===== config.mk =====
export PLATFORM = sky130hd
export DESIGN_NAME = usc_serial_cmd
export DESIGN_NICKNAME = d
export VERILOG_FILES = /design/src/logic/usc_pkg.sv /design/src/logic/usc_serial_cmd.sv
export SDC_FILE = /design/constraint.sdc
export NUM_CORES = 1
export LEC_CHECK = 0
export BUFFER_PORTS_ARGS = -buffer_cell sky130_fd_sc_hd__buf_2
export CORE_AREA = 2 2 134 136
export DETAILED_ROUTE_END_ITERATION = 16
export DIE_AREA = 0 0 136 138
export PLACE_DENSITY = 0.71
export SYNTH_ARGS = -nofsm -noshare
export SYNTH_HDL_FRONTEND = slang
export SYNTH_SLANG_ARGS = --single-unit

===== constraint.sdc =====
create_clock -name clk_sys_i -period 5.7 [get_ports clk_sys_i]
set_input_delay 0.855 -clock clk_sys_i [delete_from_list [all_inputs] [get_ports clk_sys_i]]
set_output_delay 0.855 -clock clk_sys_i [all_outputs]
set_load 0.01 [all_outputs]

===== src/logic/usc_pkg.sv =====
package usc_pkg;

  // ****************************************
  // command codes, word framing
  // ****************************************
  localparam logic [1:0] CMD_RDATA = 2'h0;
  localparam logic [1:0] CMD_RCFG = 2'h1;
  localparam logic [1:0] CMD_WDATA = 2'h2;
  localparam logic [1:0] CMD_WCFG = 2'h3;
  localparam logic [4:0] WORD_LAST = 5'h10;
  localparam logic [4:0] CMD_KNOWN = 5'h02;
  localparam logic [3:0] OUT_FIRST = 4'hf;

  // ****************************************
  // configuration word fields
  // ****************************************
  localparam int CFG_FIFO_BYPASS = 13;
  localparam int CFG_PD_REQ = 12;
  localparam int CFG_MASK_HI = 11;
  localparam int CFG_MASK_LO = 8;
  localparam int CFG_INFRARED = 7;
  localparam int CFG_STOP2 = 6;
  localparam int CFG_PAR = 5;
  localparam int CFG_LEN7 = 4;
  localparam int CFG_DIV_HI = 3;
  localparam logic [13:0] CFG_RESET = 14'h0000;
  localparam int RC_TEST = 0;

  // mask bit order inside the four-bit mask field
  localparam int MSK_TX = 3;
  localparam int MSK_RX = 2;
  localparam int MSK_PAR = 1;
  localparam int MSK_EVT = 0;

  // data-write word fields
  localparam int DW_INHIBIT = 10;
  localparam int DW_RTS = 9;
  localparam int DW_PAR = 8;

  // ****************************************
  // receive store, timing
  // ****************************************
  localparam int RX_DEPTH = 8;
  localparam logic [3:0] RX_CAP_FIFO = 4'h8;
  localparam logic [3:0] RX_CAP_BYPASS = 4'h1;
  localparam int CLK_HZ = 250000000;
  localparam int OSC_HZ = 3686400;
  localparam logic [6:0] OSC_DIV = 7'(CLK_HZ / OSC_HZ);
  localparam logic [3:0] SUB_LAST = 4'hf;
  localparam logic [3:0] PULSE_SUBS = 4'h3;

  // ratio 1..128 for codes 0-7, 3..384 for codes 8-f
  function automatic logic [8:0] usc_ratio(input logic [3:0] code);
    return code[3] ? 9'(9'h003 << code[2:0]) : 9'(9'h001 << code[2:0]);
  endfunction

endpackage


===== src/logic/usc_serial_cmd.sv =====
`timescale 1ns/1ps

// How it works
// top bits 11 issue configuration write
// config write flushes receive state, keeps handshake
// config applies at select rise when transmitter idle
// format fields wait for current transmission end
// interrupt masks act after sixteenth rising edge
// bit 13 fifo bypass, bit 12 powerdown
// mask bits 11..8 enable four interrupts
// bit 7 selects infrared timing
// bit 6 selects one or two stops
// parity enable adds bit; bit 4 seven bits
// bits 3..0 pick baud divisor
// config write answers flags plus fourteen zeros
// host waits, then verifies config by readback
// readback returns last config plus flags
// readback bit 12 shows powerdown state
// test bit: fast clock on handshake, line low
// data write sends and receives simultaneously
// transmit inhibit only updates handshake output
// receive flag clears at sixteenth falling edge
// host fetches data with all-zero word
// draining receive data clears flag and interrupt
// bit 15 receive waiting, bit 14 tx empty
// divisor table and sixteen-times generator clock
// data word: inhibit, handshake, parity, byte
// two stops only when configured
// one msb-first sixteen-bit exchange per select
// reset config: all fields zero
module usc_serial_cmd
  import usc_pkg::*;
(
  input wire logic clk_sys_i,
  input wire logic rst_n_i,
  input wire logic sclk_i,
  input wire logic cs_n_i,
  input wire logic din_i,
  output logic dout_o,
  input wire logic cts_n_i,
  output logic rts_n_o,
  output logic tx_o,
  output logic irq_n_o,
  input wire logic rx_valid_i,
  input wire logic [7:0] rx_byte_i,
  input wire logic rx_parity_i,
  input wire logic rx_event_i,
  output logic baud_tick16_o,
  output logic rx_len7_o,
  output logic rx_parity_on_o,
  output logic infrared_o,
  output logic powerdown_o
);

  // ****************************************
  // pin synchronisers
  // ****************************************
  logic sclk_s1, sclk_s2, sclk_d;
  logic cs_s1, cs_s2, cs_d;
  logic din_s1, din_s2;
  logic cts_s1, cts_s2;

  always_ff @(posedge clk_sys_i) begin
    if (!rst_n_i) begin
      {sclk_s1, sclk_s2, sclk_d} <= 3'h0;
      {cs_s1, cs_s2, cs_d} <= 3'h7;
      {din_s1, din_s2} <= 2'h0;
      {cts_s1, cts_s2} <= 2'h3;
    end else begin
      {sclk_s1, sclk_s2, sclk_d} <= {sclk_i, sclk_s1, sclk_s2};
      {cs_s1, cs_s2, cs_d} <= {cs_n_i, cs_s1, cs_s2};
      {din_s1, din_s2} <= {din_i, din_s1};
      {cts_s1, cts_s2} <= {cts_n_i, cts_s1};
    end
  end

  wire sclk_rise = sclk_s2 & ~sclk_d & ~cs_s2;
  wire sclk_fall = ~sclk_s2 & sclk_d & ~cs_s2;
  wire cs_fall = ~cs_s2 & cs_d;
  wire cs_rise = cs_s2 & ~cs_d;

  // ****************************************
  // word shifter
  // ****************************************
  logic [4:0] bit_cnt;
  logic [15:0] in_word;
  logic [1:0] cmd_q;
  logic [3:0] out_idx;
  logic [15:0] resp;
  logic [13:0] payload;

  wire [15:0] next_in_word = {in_word[14:0], din_s2};
  wire [1:0] cmd_now = next_in_word[1:0];
  wire cmd_rise = sclk_rise & (bit_cnt == CMD_KNOWN - 5'h01);
  wire last_rise = sclk_rise & (bit_cnt == WORD_LAST - 5'h01);
  wire last_fall = sclk_fall & (bit_cnt == WORD_LAST);
  wire data_cmd = ~cmd_q[0];

  always_ff @(posedge clk_sys_i) begin
    if (!rst_n_i) begin
      bit_cnt <= 5'h00;
      in_word <= 16'h0000;
      cmd_q <= CMD_RDATA;
      out_idx <= OUT_FIRST;
    end else begin
      if (cs_fall) begin
        bit_cnt <= 5'h00;
        out_idx <= OUT_FIRST;
      end else begin
        if (sclk_rise && bit_cnt != WORD_LAST) begin
          bit_cnt <= bit_cnt + 5'h01;
          in_word <= next_in_word;
        end
        if (sclk_fall && out_idx != 4'h0) out_idx <= out_idx - 4'h1;
      end
      if (cmd_rise) cmd_q <= cmd_now;
    end
  end

  // ****************************************
  // configuration and handshake state
  // ****************************************
  logic [13:0] cfg_wr, cfg_act;
  logic cfg_req, pend_valid, t_hold, test_q;
  logic wd_req, rts_q;
  logic [15:0] wd_word;
  logic tx_busy, tbuf_full;
  logic [8:0] tbuf;

  wire wcfg_hit = last_rise & (cmd_q == CMD_WCFG);
  wire cfg_commit = cs_rise & cfg_req;
  wire wd_commit = cs_rise & wd_req;
  wire apply = pend_valid & ~tx_busy & ~cfg_commit;
  wire pd_q = cfg_act[CFG_PD_REQ];
  wire [3:0] mask = cfg_wr[CFG_MASK_HI:CFG_MASK_LO];
  wire t_flag = ~tbuf_full & ~t_hold;

  always_ff @(posedge clk_sys_i) begin
    if (!rst_n_i) begin
      cfg_wr <= CFG_RESET;
      cfg_act <= CFG_RESET;
      cfg_req <= 1'b0;
      pend_valid <= 1'b0;
      t_hold <= 1'b0;
    end else begin
      if (wcfg_hit) cfg_wr <= next_in_word[13:0];
      if (wcfg_hit) cfg_req <= 1'b1;
      else if (cs_rise) cfg_req <= 1'b0;
      if (cfg_commit) begin
        pend_valid <= 1'b1;
        t_hold <= 1'b1;
      end else if (apply) begin
        pend_valid <= 1'b0;
        t_hold <= 1'b0;
        cfg_act <= cfg_wr;
      end
    end
  end

  always_ff @(posedge clk_sys_i) begin
    if (!rst_n_i) begin
      test_q <= 1'b0;
      wd_req <= 1'b0;
      wd_word <= 16'h0000;
      rts_q <= 1'b0;
    end else begin
      if (last_rise && cmd_q == CMD_RCFG && next_in_word[RC_TEST]) test_q <= 1'b1;
      else if (cs_s2) test_q <= 1'b0;
      if (last_rise && cmd_q == CMD_WDATA) begin
        wd_req <= 1'b1;
        wd_word <= next_in_word;
      end else if (cs_rise) wd_req <= 1'b0;
      if (wd_commit) rts_q <= wd_word[DW_RTS];
    end
  end

  // ****************************************
  // receive store
  // ****************************************
  logic [8:0] fifo_mem [RX_DEPTH];
  logic [2:0] wp, rp;
  logic [3:0] cnt;
  logic fe_q;

  wire [3:0] cap = cfg_act[CFG_FIFO_BYPASS] ? RX_CAP_BYPASS : RX_CAP_FIFO;
  wire push = rx_valid_i & (cnt < cap) & ~pd_q;
  wire pop = last_fall & data_cmd & (cnt != 4'h0);
  wire r_flag = (cnt != 4'h0);
  wire [8:0] rx_head = r_flag ? fifo_mem[rp] : 9'h000;
  wire rx_b7 = rx_byte_i[7] & ~cfg_act[CFG_LEN7];

  always_ff @(posedge clk_sys_i) begin
    if (push) fifo_mem[wp] <= {rx_parity_i, rx_b7, rx_byte_i[6:0]};
  end

  always_ff @(posedge clk_sys_i) begin
    if (!rst_n_i || cfg_commit) begin
      wp <= 3'h0;
      rp <= 3'h0;
      cnt <= 4'h0;
    end else begin
      if (push) wp <= wp + 3'h1;
      if (pop) rp <= rp + 3'h1;
      cnt <= cnt + {3'h0, push} - {3'h0, pop};
    end
  end

  always_ff @(posedge clk_sys_i) begin
    if (!rst_n_i) fe_q <= 1'b0;
    else fe_q <= rx_event_i | (fe_q & ~(pop | cfg_commit));
  end

  // ****************************************
  // answer word
  // ****************************************
  always_comb begin
    unique case (cmd_now)
      CMD_RCFG: payload = {cfg_wr[13], pd_q, cfg_wr[11:0]};
      CMD_WDATA, CMD_RDATA: payload = {3'h0, fe_q, ~cts_s2, rx_head};
      CMD_WCFG: payload = 14'h0000;
    endcase
  end

  always_ff @(posedge clk_sys_i) begin
    if (!rst_n_i) begin
      resp <= 16'h0000;
      dout_o <= 1'b0;
    end else begin
      if (cs_fall) resp <= {r_flag, t_flag, 14'h0000};
      else if (cmd_rise) resp[13:0] <= payload;
      dout_o <= cs_s2 ? 1'b0 : resp[out_idx];
    end
  end

  // ****************************************
  // baud generator
  // ****************************************
  logic [6:0] osc_cnt;
  logic [8:0] div_cnt;
  logic tick16;

  wire run = ~(pd_q & ~tx_busy);
  wire osc_tick = run & (osc_cnt == OSC_DIV - 7'h01);
  wire [8:0] ratio = usc_ratio(cfg_act[CFG_DIV_HI:0]);

  always_ff @(posedge clk_sys_i) begin
    if (!rst_n_i) begin
      osc_cnt <= 7'h00;
      div_cnt <= 9'h000;
      tick16 <= 1'b0;
    end else begin
      if (run) osc_cnt <= osc_tick ? 7'h00 : osc_cnt + 7'h01;
      if (osc_tick) div_cnt <= (div_cnt >= ratio - 9'h001) ? 9'h000 : div_cnt + 9'h001;
      tick16 <= osc_tick & (div_cnt >= ratio - 9'h001);
    end
  end

  // ****************************************
  // transmitter
  // ****************************************
  logic [11:0] frame;
  logic [3:0] bits_left, sub;

  wire par_on = cfg_act[CFG_PAR];
  wire len7 = cfg_act[CFG_LEN7];
  wire [2:0] tail = par_on ? {2'h3, tbuf[DW_PAR]} : 3'h7;
  wire [11:0] next_frame = len7 ? {1'b1, tail, tbuf[6:0], 1'b0} : {tail, tbuf[7:0], 1'b0};
  wire [3:0] nbits = 4'h9 + {3'h0, ~len7} + {3'h0, par_on} + {3'h0, cfg_act[CFG_STOP2]};
  wire tx_start = ~tx_busy & tbuf_full & ~pend_valid & ~pd_q;
  wire bit_end = tx_busy & tick16 & (sub == SUB_LAST);

  always_ff @(posedge clk_sys_i) begin
    if (!rst_n_i) begin
      tbuf <= 9'h000;
      tbuf_full <= 1'b0;
    end else begin
      if (tx_start || cfg_commit) tbuf_full <= 1'b0;
      if (cfg_commit) tbuf <= 9'h000;
      if (wd_commit && !wd_word[DW_INHIBIT]) begin
        tbuf <= wd_word[8:0];
        tbuf_full <= 1'b1;
      end
    end
  end

  always_ff @(posedge clk_sys_i) begin
    if (!rst_n_i) begin
      tx_busy <= 1'b0;
      frame <= 12'hfff;
      bits_left <= 4'h0;
      sub <= 4'h0;
    end else if (tx_start) begin
      tx_busy <= 1'b1;
      frame <= next_frame;
      bits_left <= nbits;
      sub <= 4'h0;
    end else if (tx_busy && tick16) begin
      sub <= sub + 4'h1;
      if (bit_end) begin
        frame <= {1'b1, frame[11:1]};
        bits_left <= bits_left - 4'h1;
        tx_busy <= (bits_left != 4'h1);
      end
    end
  end

  // infrared: idle low, 3/16-bit pulse for each zero bit
  wire pulse_level = tx_busy & ~frame[0] & (sub < PULSE_SUBS);
  wire uart_level = ~tx_busy | frame[0];
  wire next_tx = test_q ? 1'b0 : (cfg_act[CFG_INFRARED] ? pulse_level : uart_level);
  wire [3:0] irq_src = {t_flag, r_flag, r_flag & rx_head[8], fe_q};

  always_ff @(posedge clk_sys_i) begin
    if (!rst_n_i) begin
      tx_o <= 1'b1;
      rts_n_o <= 1'b1;
      irq_n_o <= 1'b1;
    end else begin
      tx_o <= next_tx;
      rts_n_o <= test_q ? ~tick16 : ~rts_q;
      irq_n_o <= ~|(mask & irq_src);
    end
  end

  assign baud_tick16_o = tick16;
  assign rx_len7_o = len7;
  assign rx_parity_on_o = par_on;
  assign infrared_o = cfg_act[CFG_INFRARED];
  assign powerdown_o = pd_q;
endmodule // usc_serial_cmd


---- Word level (Yosys, flattened, before mapping) ----
Memory sizes are Yosys's and may differ from the RTL's. A register that Yosys moved wholly into a read port is not among the register bits.
Index checks and enable logic that the tools add are counted.
word-level totals
  logic and storage cells ................. 198
  flip-flop bits (word level) ............. 157
  bits in writable memories ............... 72
  output and inout port bits .............. 9
  memories kept ........................... 1
  bits of input ports ..................... 17
memories
  memory    words  width  rd ports  clocked after memory_dff  wr ports  RTL line               source
  fifo_mem  8      9      1         1                         1         usc_serial_cmd.sv:180  logic [8:0] fifo_mem [RX_DEPTH];
cells by class
  equality and inequality tests ........... 13
  $lt $le $gt $ge ......................... 4
  mux-type cells .......................... 37
  add/sub/neg operators ................... 14
  bitwise operators ....................... 55
  shift-type cells ........................ 2
  reductions and logical operators ........ 31
operators with widths
  kind                                              number
  two-way mux 9 bit                                 5
  one-hot mux 14 bit (3 select lines)               1
  two-way mux 12 bit                                3
  bitwise AND 1 bit                                 32
  two-way mux 1 bit                                 19
  NOT 1 bit                                         19
  two-way mux 4 bit                                 4
  nonzero test 2 bit                                8
  adder 4 x 1 -> 4 bit                              3
  two-way mux 10 bit                                1
  adder 9 x 1 -> 9 bit, second input constant       1
  greater-or-equal comparator 9 bit                 1
  << shifter 1 x 3 -> 9 bit, first input constant   1
  << shifter 2 x 3 -> 9 bit, first input constant   1
  subtractor 9 x 1 -> 9 bit, second input constant  1
  == test 2 bit, second input constant              4
  nonzero test 4 bit                                2
  OR reduction 2 bit                                4
  subtractor 4 x 1 -> 4 bit, second input constant  2
  adder 7 x 1 -> 7 bit, second input constant       1
  == test 7 bit, second input constant              1
  logical AND 1 bit                                 7
  two-way mux 7 bit                                 1
  adder 3 x 1 -> 3 bit, second input constant       2
  other kinds (23)                                  32

---- Longest topological paths before layout ----
Gate-level depths: netlist of the first run.
  depth after elaboration ................. 10
  depth in mapped cells ................... 11
  mapped depth without buffers ............ 11

---- Worst setup path after synthesis of the first run ----
No wires, ideal clock.
  path kind ............................... register to register
  from .................................... reg cnt[1]
  to ...................................... reg cnt[2]
  data required time ...................... 5.570 ns
  slack ................................... 3.000 ns
  stages on the path, launching flop included .. 11
  arrival ................................. 2.570 ns
  library setup time ...................... 0.130 ns
  path through ............................ dfxtp_1 > or4b_4 > a2111oi_4 > inv_1 > ha_1 > inv_1 > ha_1 > inv_1 > fa_1 > xor2_1 > nor2_1
on the way
  word-level cells in the longest chain between the ends .. 5
RTL lines
  item                             RTL line               source
  start: declaration               usc_serial_cmd.sv:182  logic [3:0] cnt;
  start signal: assignment         usc_serial_cmd.sv:204  cnt <= cnt + {3'h0, push} - {3'h0, pop};
  < comparator 4 bit               usc_serial_cmd.sv:186  wire push = rx_valid_i & (cnt < cap) & ~pd_q;
  bitwise AND 1 bit (2 in series)  usc_serial_cmd.sv:186
  adder 4 x 1 -> 4 bit             usc_serial_cmd.sv:204
  subtractor 4 x 1 -> 4 bit *      usc_serial_cmd.sv:204
Mark *: on every way between the ends. The rest lies on a longest branch, timed or not.
A chain may end at the register's enable or synchronous reset.

---- Worst setup path in the final report of the first run ----
Same ends and word-level chain as after synthesis.

==> metrics, run 1 <==
Congestion Overflow GR=0; routability cong.=0.754; max-cap violations=0; PwrDens=340 nW/um^2; hold-fix buffer count after cts=0; # setup viols final=0; worst-path maximum fanout=6; routed wire length=18.0 mm; crit path DAT=3260 ps; Reg clk slew, reported paths=60 ps; Die Area=18800 um^2; largest area contributor in the netlist=dfxtp_1; Tot GR Track Use=0.195; leak pwr=3.87 nW; relative slew slack=0.361; Yosys Warn Count=0; Die H=138 um; final net count=937; DR vias/cell=5.48; cells after synthesis=876; clock root buffer=clkbuf_16; Mapped Area=9410 um^2; wire per inst=15.8 um; CTS tree=yes; Final Max Tran Viols=0; pre-CTS setup slack=2840 ps; VDD IR max=0.251 mV; DP HPWL=11.9 mm; Async SR Flop Fraction=0; Boundary Pins=26; #FFs+latches synth=226; most common cell in the netlist=dfxtp_1; core area=17500 um^2; WP data required=6080 ps; vias in the first global route=5882; startpoint types=flop; Via Count=6221; outcome=finished, final reports clean; Core Util, Final=0.601; setup TNS=0 ps; dominant synthesized flop cell=dfxtp_1; CP Capture Type=flop; largest net degree at the start of global routing=77; sequential area share after synthesis=0.557; placed insts=1091; fin crit share=0.504; Die X=136 um; placed instance area=9690 um^2; DRT iter0 DRCs=299; final clock skew=15.0 ps; Mapped Nets=925; Synth top area share=0.328; first-pass GRT wire length=29.8 mm; fmax=348 MHz; share of cells above drive strength 1=0.120; CTS H-Tree Depth=1; Initial Util=0.537; clock tree sinks=226; endpoints failing hold=0; initial antenna violation count=0; std cell rows=49; number of flops mapped to enable cells by yosys=72; postcts setup bufs=0; Skew-Pair Late Insertion Delay=510 ps; Synth cell types=54; # resized after CTS=0; Synth area leaders=dfxtp_1 33%, edfxtp_1 23%, mux4_2 5.3%, nand2_1 4.5%, mux2i_1 4.1%; HP Class=flop to flop; Non-Filler Cell Area, Final=10500 um^2; RSZ-0062 raised after global routing=false; DRT antenna net count=0; DRC=0; Synth-to-Final Area Change=12.0%; diode count=0; Crit Path Class=flop to flop; CTS Buffer Depth=3; Final WS setup=2820 ps; iteration count of the initial detailed-routing pass=5; most instantiated cells after synthesis=154 x dfxtp_1, 113 x nand2_1, 86 x nor2_1; Layout fillers=1454; worst-margin pin slew=955 ps; Num CTS Buffers=24; syn avg cell area=10.7 um^2; fin crit period=2880 ps; final std cells w/o fill=1135; Port Buf Inserts=25
==> sequential cells by signal (all words and copies together) (netlist names), 7 cells and up, named ones only <==
register  cells
wd_word      11
fifo_mem     72
resp         16
frame        10
cfg_wr       14
div_cnt       9
tbuf          9
in_word      13
osc_cnt       7
cfg_act      10
==> routing by layer <==
metal	track usage	routed length, um	vias up
met2	0.316	8440	120
met3	0.0330	787	34
met1	0.271	8280	2948
met5	0	0	-
met4	0.0581	449	0
li1	-	-	3119
==> critical path, stage by stage (launching register included) <==
cell,delay [ps]
dfxtp_1,370
or4b_4,570
a2111oi_4,560
inv_1,100
ha_1,300
inv_1,50
ha_1,160
inv_1,60
fa_1,370
xor2_1,140
nor2_1,50
==> through the flow <==
step                      hold WS (ps)  power (W)
after floorplan                    386    0.00191
after global placement             413    0.00197
after detailed placement           406    0.00198
after CTS                          421    0.00362
after global routing               447    0.00371
final                              416    0.00359
==> cell families after synthesis <==
kind of cell,synth area share
simple gates,0.167
mux,0.0953
fa+ha+maj,0.0434
flops,0.557
buf+inv,0.0301
xor+xnor,0.0205
compound gates,0.0859
==> report_power, final <==
part / leakage, nW / switching (W) / internal [W]
Combinational: 1.56 / 0.000126 / 0.0000866
Clock: 0.408 / 0.000618 / 0.00103
Sequential: 1.90 / 0.0000244 / 0.00171
Total: 3.87 / 0.000768 / 0.00282
==> cell usage in the layout (no fill, tap or decap), drive strengths merged, types with 16 or more instances in the layout <==
| cell type | synthesis | routed |
|---|---|---|
| inv | 26 | 28 |
| nand2 | 114 | 114 |
| mux4 | 22 | 22 |
| clkbuf | 37 | 34 |
| dfxtp | 154 | 154 |
| a21oi | 72 | 72 |
| nand3 | 21 | 21 |
| nand2b | 16 | 16 |
| edfxtp | 72 | 72 |
| buf | 9 | 32 |
| mux2i | 39 | 39 |
| o21ai | 33 | 33 |
| nor2 | 88 | 88 |
| ha | 31 | 31 |
==> layout make-up <==
| class | instances | area (um^2) | area share |
|---|---|---|---|
| repair buffers | 32 | 178 | 0.0169 |
| flip-flops and latches | 226 | 5250 | 0.498 |
| well taps | 229 | 287 | 0.0272 |
| multi-input cells | 578 | 3880 | 0.368 |
| clock inverters | 10 | 161 | 0.0153 |
| clock buffers | 34 | 689 | 0.0654 |
| inverters | 26 | 97.6 | 0.00926 |
==> worst paths after layout <==
kind         startpoint  endpoint  slack [ps]  cells after the start
max              cnt[1]    cnt[2]        2820                     10
min              cts_s1    cts_s2         420                      1
max reg2reg      cnt[1]    cnt[2]        2820                     10
min reg2reg      cts_s1    cts_s2         420                      1
Power figures use the tool's default switching activity.
==> run 2, diff against run 1 <==
==> constraint.sdc (replaced) <==
create_clock -name clk_sys_i -period 2.8 [get_ports clk_sys_i]
set_input_delay 0.42 -clock clk_sys_i [delete_from_list [all_inputs] [get_ports clk_sys_i]]
set_output_delay 0.42 -clock clk_sys_i [all_outputs]
set_load 0.01 [all_outputs]
==> run 2 against run 1 <==
  * Sequential cell count unchanged
  * First-iteration DRC count up 29%
  * Utilization up 0.61 points
  * Critical path depth unchanged
  * Critical path type unchanged
  * Sequential power up 100%
  * Total power up 100%
==> metrics, run 2 (synthesis results as in run 1) <==
outcome=finished, final reports clean; R2R depth=10; Reg clk slew, reported paths=60 ps; Synth-to-Final Area Change=13.2%; max FFs per register=72; Via Count=6382; Die Area=18800 um^2; Tot GR Track Use=0.202; share of cells above drive strength 1=0.139; clock power share=0.448; CTS H-Tree Depth=1; most frequent cells in the layout=153 x dfxtp_1, 113 x nand2_1, 86 x nor2_1; startpoint types=flop; top flop regs=fifo_mem: 72 flops, resp: 16 flops, cfg_wr: 14 flops; Final Max Tran Viols=0; Layout fillers=1453; Tot Pwr=0.00719 W; postcts setup bufs=0; Boundary Pins=26; PwrDens=675 nW/um^2; Num CTS Buffers=24; DRC=0; logic gate share of total power=0.062; Die H=138 um; Skew-Pair Late Insertion Delay=510 ps; DP HPWL=12.7 mm; iteration count of the initial detailed-routing pass=5; Sw Pwr=0.00156 W; first-pass GRT wire length=30.5 mm; relative slew slack=0.482; CTS Buffer Depth=3; HP Class=input pin to flop; delay of the slowest cell on the worst path=560 ps; endpoints failing hold=0; worst path cell trace=or4b_4, a2111oi_4, inv_1, ha_1, inv_1, ha_1, inv_1, fa_1, xor2_1, nor2_1; routability cong.=0.812; initial antenna violation count=0; vias in the first global route=5996; RSZ-0062 raised after global routing=false; area of all sequential standard cells=5250 um^2; Congestion Overflow GR=0; worst-margin pin slew=774 ps; Switching Share=0.217; CTS tree=yes; fin crit share=0.920; Largest Register=fifo_mem; crit path DAT=2980 ps; hold-fix buffer count after cts=0; std cell rows=49; DRT iter0 DRCs=385; Initial Util=0.537; diode count=0; register share of total power=0.490; WP data required=3210 ps; worst-path maximum fanout=5; leak pwr=3.95 nW; routed wire length=18.7 mm; VDD IR max=0.495 mV; Die X=136 um; area of the multi-input gates=3880 um^2; Port Buf Inserts=25; fin crit period=2580 ps; most common cell after layout, fill and taps aside=dfxtp_1; # resized after CTS=0; Crit Path Class=flop to flop; internal cell power=0.00563 W; setup TNS=0 ps; Hold WS=83.1 ps; wire per inst=16.2 um; DR vias/cell=5.54; Slowest cell on crit path=or4b_4; crit-path most repeated cell=inv_1; fmax=388 MHz; largest net degree at the start of global routing=48; clock root buffer=clkbuf_16; final clock skew=19.9 ps; max-cap violations=0; CP Capture Type=flop; clock tree sinks=226; final net count=956; # setup viols final=0; core area=17500 um^2; WHS Path Cells=2; DRT antenna net count=0
## run 2: cell count changes in the layout (fill, tap and decap cells not counted), sizes merged
cell and delta:
buf +19, clkinv +4, bufinv -1, inv -1
clkbuf -3
## run 2: worst paths after layout
| kind | startpoint | end | slack, ps |
|---|---|---|---|
| worst max-delay path | cnt[1] | cnt[2] | 220 |
| worst min-delay path | cs_n_i | cs_s1 | 80 |
| worst max register to register | cnt[1] | cnt[2] | 220 |
| worst min register to register | cs_s1 | cs_s2 | 420 |
## run 2: through the flow
stage / util / setup slack, ps / instances / cell area (um^2)
2_1_floorplan: - / 100 / 876 / 9410
3_3_place_gp: 0.561 / 223 / 1110 / 9830
3_5_place_dp: 0.561 / 118 / 1110 / 9830
4_1_cts: 0.607 / 116 / 1153 / 10600
5_1_grt: 0.607 / 32.1 / 1153 / 10600
6_report: 0.607 / 224 / 1153 / 10600
## run 2: cell type report
class	instances	area share
multi-input combinational	578	0.365
clock inverter	12	0.0138
clock buffer	31	0.0628
sequential	226	0.493
inverter	26	0.00917
timing repair buffer	51	0.0301
tap	229	0.0269
## run 2: routing by layer
layer	routed length, um	vias to the layer above	GRT usage
met4	406	0	0.0499
met5	0	-	0
met3	770	33	0.0282
li1	-	3158	-
met2	8940	133	0.334
met1	8550	3058	0.281
## run 2: power groups by stage
stage / Clock [W] / Sequential, W / Combinational (W)
floorplan: 0 / 0.00357 / 0.000318
finish: 0.00322 / 0.00352 / 0.000443
global route: 0.00342 / 0.00353 / 0.000498
CTS: 0.00329 / 0.00352 / 0.000446
global placement: 0 / 0.00359 / 0.000439
detailed placement: 0 / 0.00359 / 0.000444
## run 2: worst max-delay path, delay by kind of cell (launching register included)
kind | cells | cell delay [ps]
DFF | 1 | 350
and+or+nand+nor | 2 | 610
buffers and inverters | 3 | 210
adders and majority gates | 3 | 840
xor gates and xnor gates | 1 | 150
AOI/OAI and AO/OA | 1 | 320
==> run 3, diff against run 2 <==
==> constraint.sdc (replaced) <==
create_clock -name clk_sys_i -period 2.8 [get_ports clk_sys_i]
set_input_delay 0.56 -clock clk_sys_i [delete_from_list [all_inputs] [get_ports clk_sys_i]]
set_output_delay 0.56 -clock clk_sys_i [all_outputs]
set_load 0.01 [all_outputs]
==> run 3 against run 2 <==
  * Die area unchanged
  * Routed wire length up 0.36%
  * Utilization up 0.38 points
  * Cell area up 0.62%
  * Sequential power about the same
==> metrics, run 3 (synthesis results as in run 1) <==
Largest Register=fifo_mem; top flop regs=fifo_mem: 72 flops, resp: 16 flops, cfg_wr: 14 flops; WP data required=3190 ps; HP Class=input pin to flop; Worst Path Buf+Inv=3; fin crit period=2660 ps; Final WS setup=139 ps; largest net degree at the start of global routing=34; max FFs per register=72; CTS Buffer Depth=3; Crit Path Class=flop to flop; Die H=138 um; final std cells w/o fill=1154; CTS tree=yes; worst path cell trace=or4b_4, a2111oi_4, inv_1, ha_1, inv_1, ha_2, inv_1, fa_1, xor2_1, nor2_1; clock root buffer=clkbuf_16; final net count=957; share of cells above drive strength 1=0.146; setup TNS=0 ps; iteration count of the initial detailed-routing pass=4; DP HPWL=12.5 mm; final clock skew=14.9 ps; outcome=finished, final reports clean; initial antenna violation count=0; first-pass GRT wire length=30.8 mm; crit path from=cnt[1]; Slowest cell on crit path=or4b_4; delay of the slowest cell on the worst path=550 ps; # setup viols final=0; Synth-to-Final Area Change=13.9%; worst-path maximum fanout=5; leak pwr=3.98 nW; routed wire length=18.7 mm; pre-CTS setup slack=140 ps; Die Area=18800 um^2; Tot GR Track Use=0.205; std cell rows=49; fin crit share=0.950; DRT antenna net count=0; wire per inst=16.2 um; PwrDens=688 nW/um^2; fmax=376 MHz; CP delay by family, top=adder cells; Port Buf Inserts=25; hold_sp=cs_n_i; routability cong.=0.804; CP Capture Type=flop; DRC=0; core area=17500 um^2; Num CTS Buffers=24; CTS H-Tree Depth=1; Skew-Pair Late Insertion Delay=520 ps; Die X=136 um; placed insts=1110; Via Count=6294; Boundary Pins=26; clock tree sinks=226; Reg clk slew, reported paths=60 ps; Worst R2R Start=cnt[1]; endpoints failing hold=0; startpoint types=flop; worst-margin pin slew=771 ps; diode count=0; DR vias/cell=5.45; VDD IR max=0.551 mV; Congestion Overflow GR=0; most common cell after layout, fill and taps aside=dfxtp_1; crit path DAT=3050 ps; vias in the first global route=5989; Final Max Tran Viols=0; Layout fillers=1415; crit-path most repeated cell=inv_1; Initial Util=0.537; max-cap violations=0; DRT iter0 DRCs=379; relative slew slack=0.486; most frequent cells in the layout=153 x dfxtp_1, 113 x nand2_1, 86 x nor2_1
run 3: what timing repair did:
action	CTS	global route
hold buffers	0	0
endpoints found under the setup margin	0	2
buffers inserted	0	1
gates resized for setup	0	3
run 3: area by class of cell:
cell class,count,area (um^2),share of cell area
Tap cell,229,287,0.0267
Inverter,26,97.6,0.00911
Timing Repair Buffer,52,328,0.0306
Sequential cell,226,5250,0.490
Clock inverter,14,186,0.0174
Multi-Input combinational cell,578,3880,0.363
Clock buffer,29,682,0.0637
run 3: per-stage QoR:
step | power, W | utilization | area, um^2 | hold WS [ps]
2_1_floorplan | 0.00389 | - | 9410 | 386
3_3_place_gp | 0.00403 | 0.561 | 9830 | 411
3_5_place_dp | 0.00403 | 0.561 | 9830 | 404
4_1_cts | 0.00741 | 0.610 | 10700 | 225
5_1_grt | 0.00766 | 0.611 | 10700 | 234
6_report | 0.00737 | 0.611 | 10700 | 235
run 3: layer usage:
metal	global-route usage	share of wire	up-vias
met5	0	0	-
met4	0.0455	0.013	0
met3	0.0345	0.037	20
met2	0.340	0.49	82
met1	0.284	0.46	3044
li1	-	-	3148
run 3: final timing paths:
| kind | end | slack [ps] | cells after the start |
|---|---|---|---|
| worst max-delay path | cnt[2] | 140 | 10 |
| worst min-delay path | cs_s1 | 240 | 2 |
| worst max register to register | cnt[2] | 140 | 10 |
| worst min register to register | cs_s2 | 410 | 1 |
run 3: power by group:
part	internal (W)	total, W	switching (W)	leakage [nW]
Sequential	0.00347	0.00352	0.0000528	1.90
Clock	0.00211	0.00340	0.00129	0.415
Combinational	0.000191	0.000450	0.000259	1.67
Total	0.00577	0.00737	0.00160	3.98
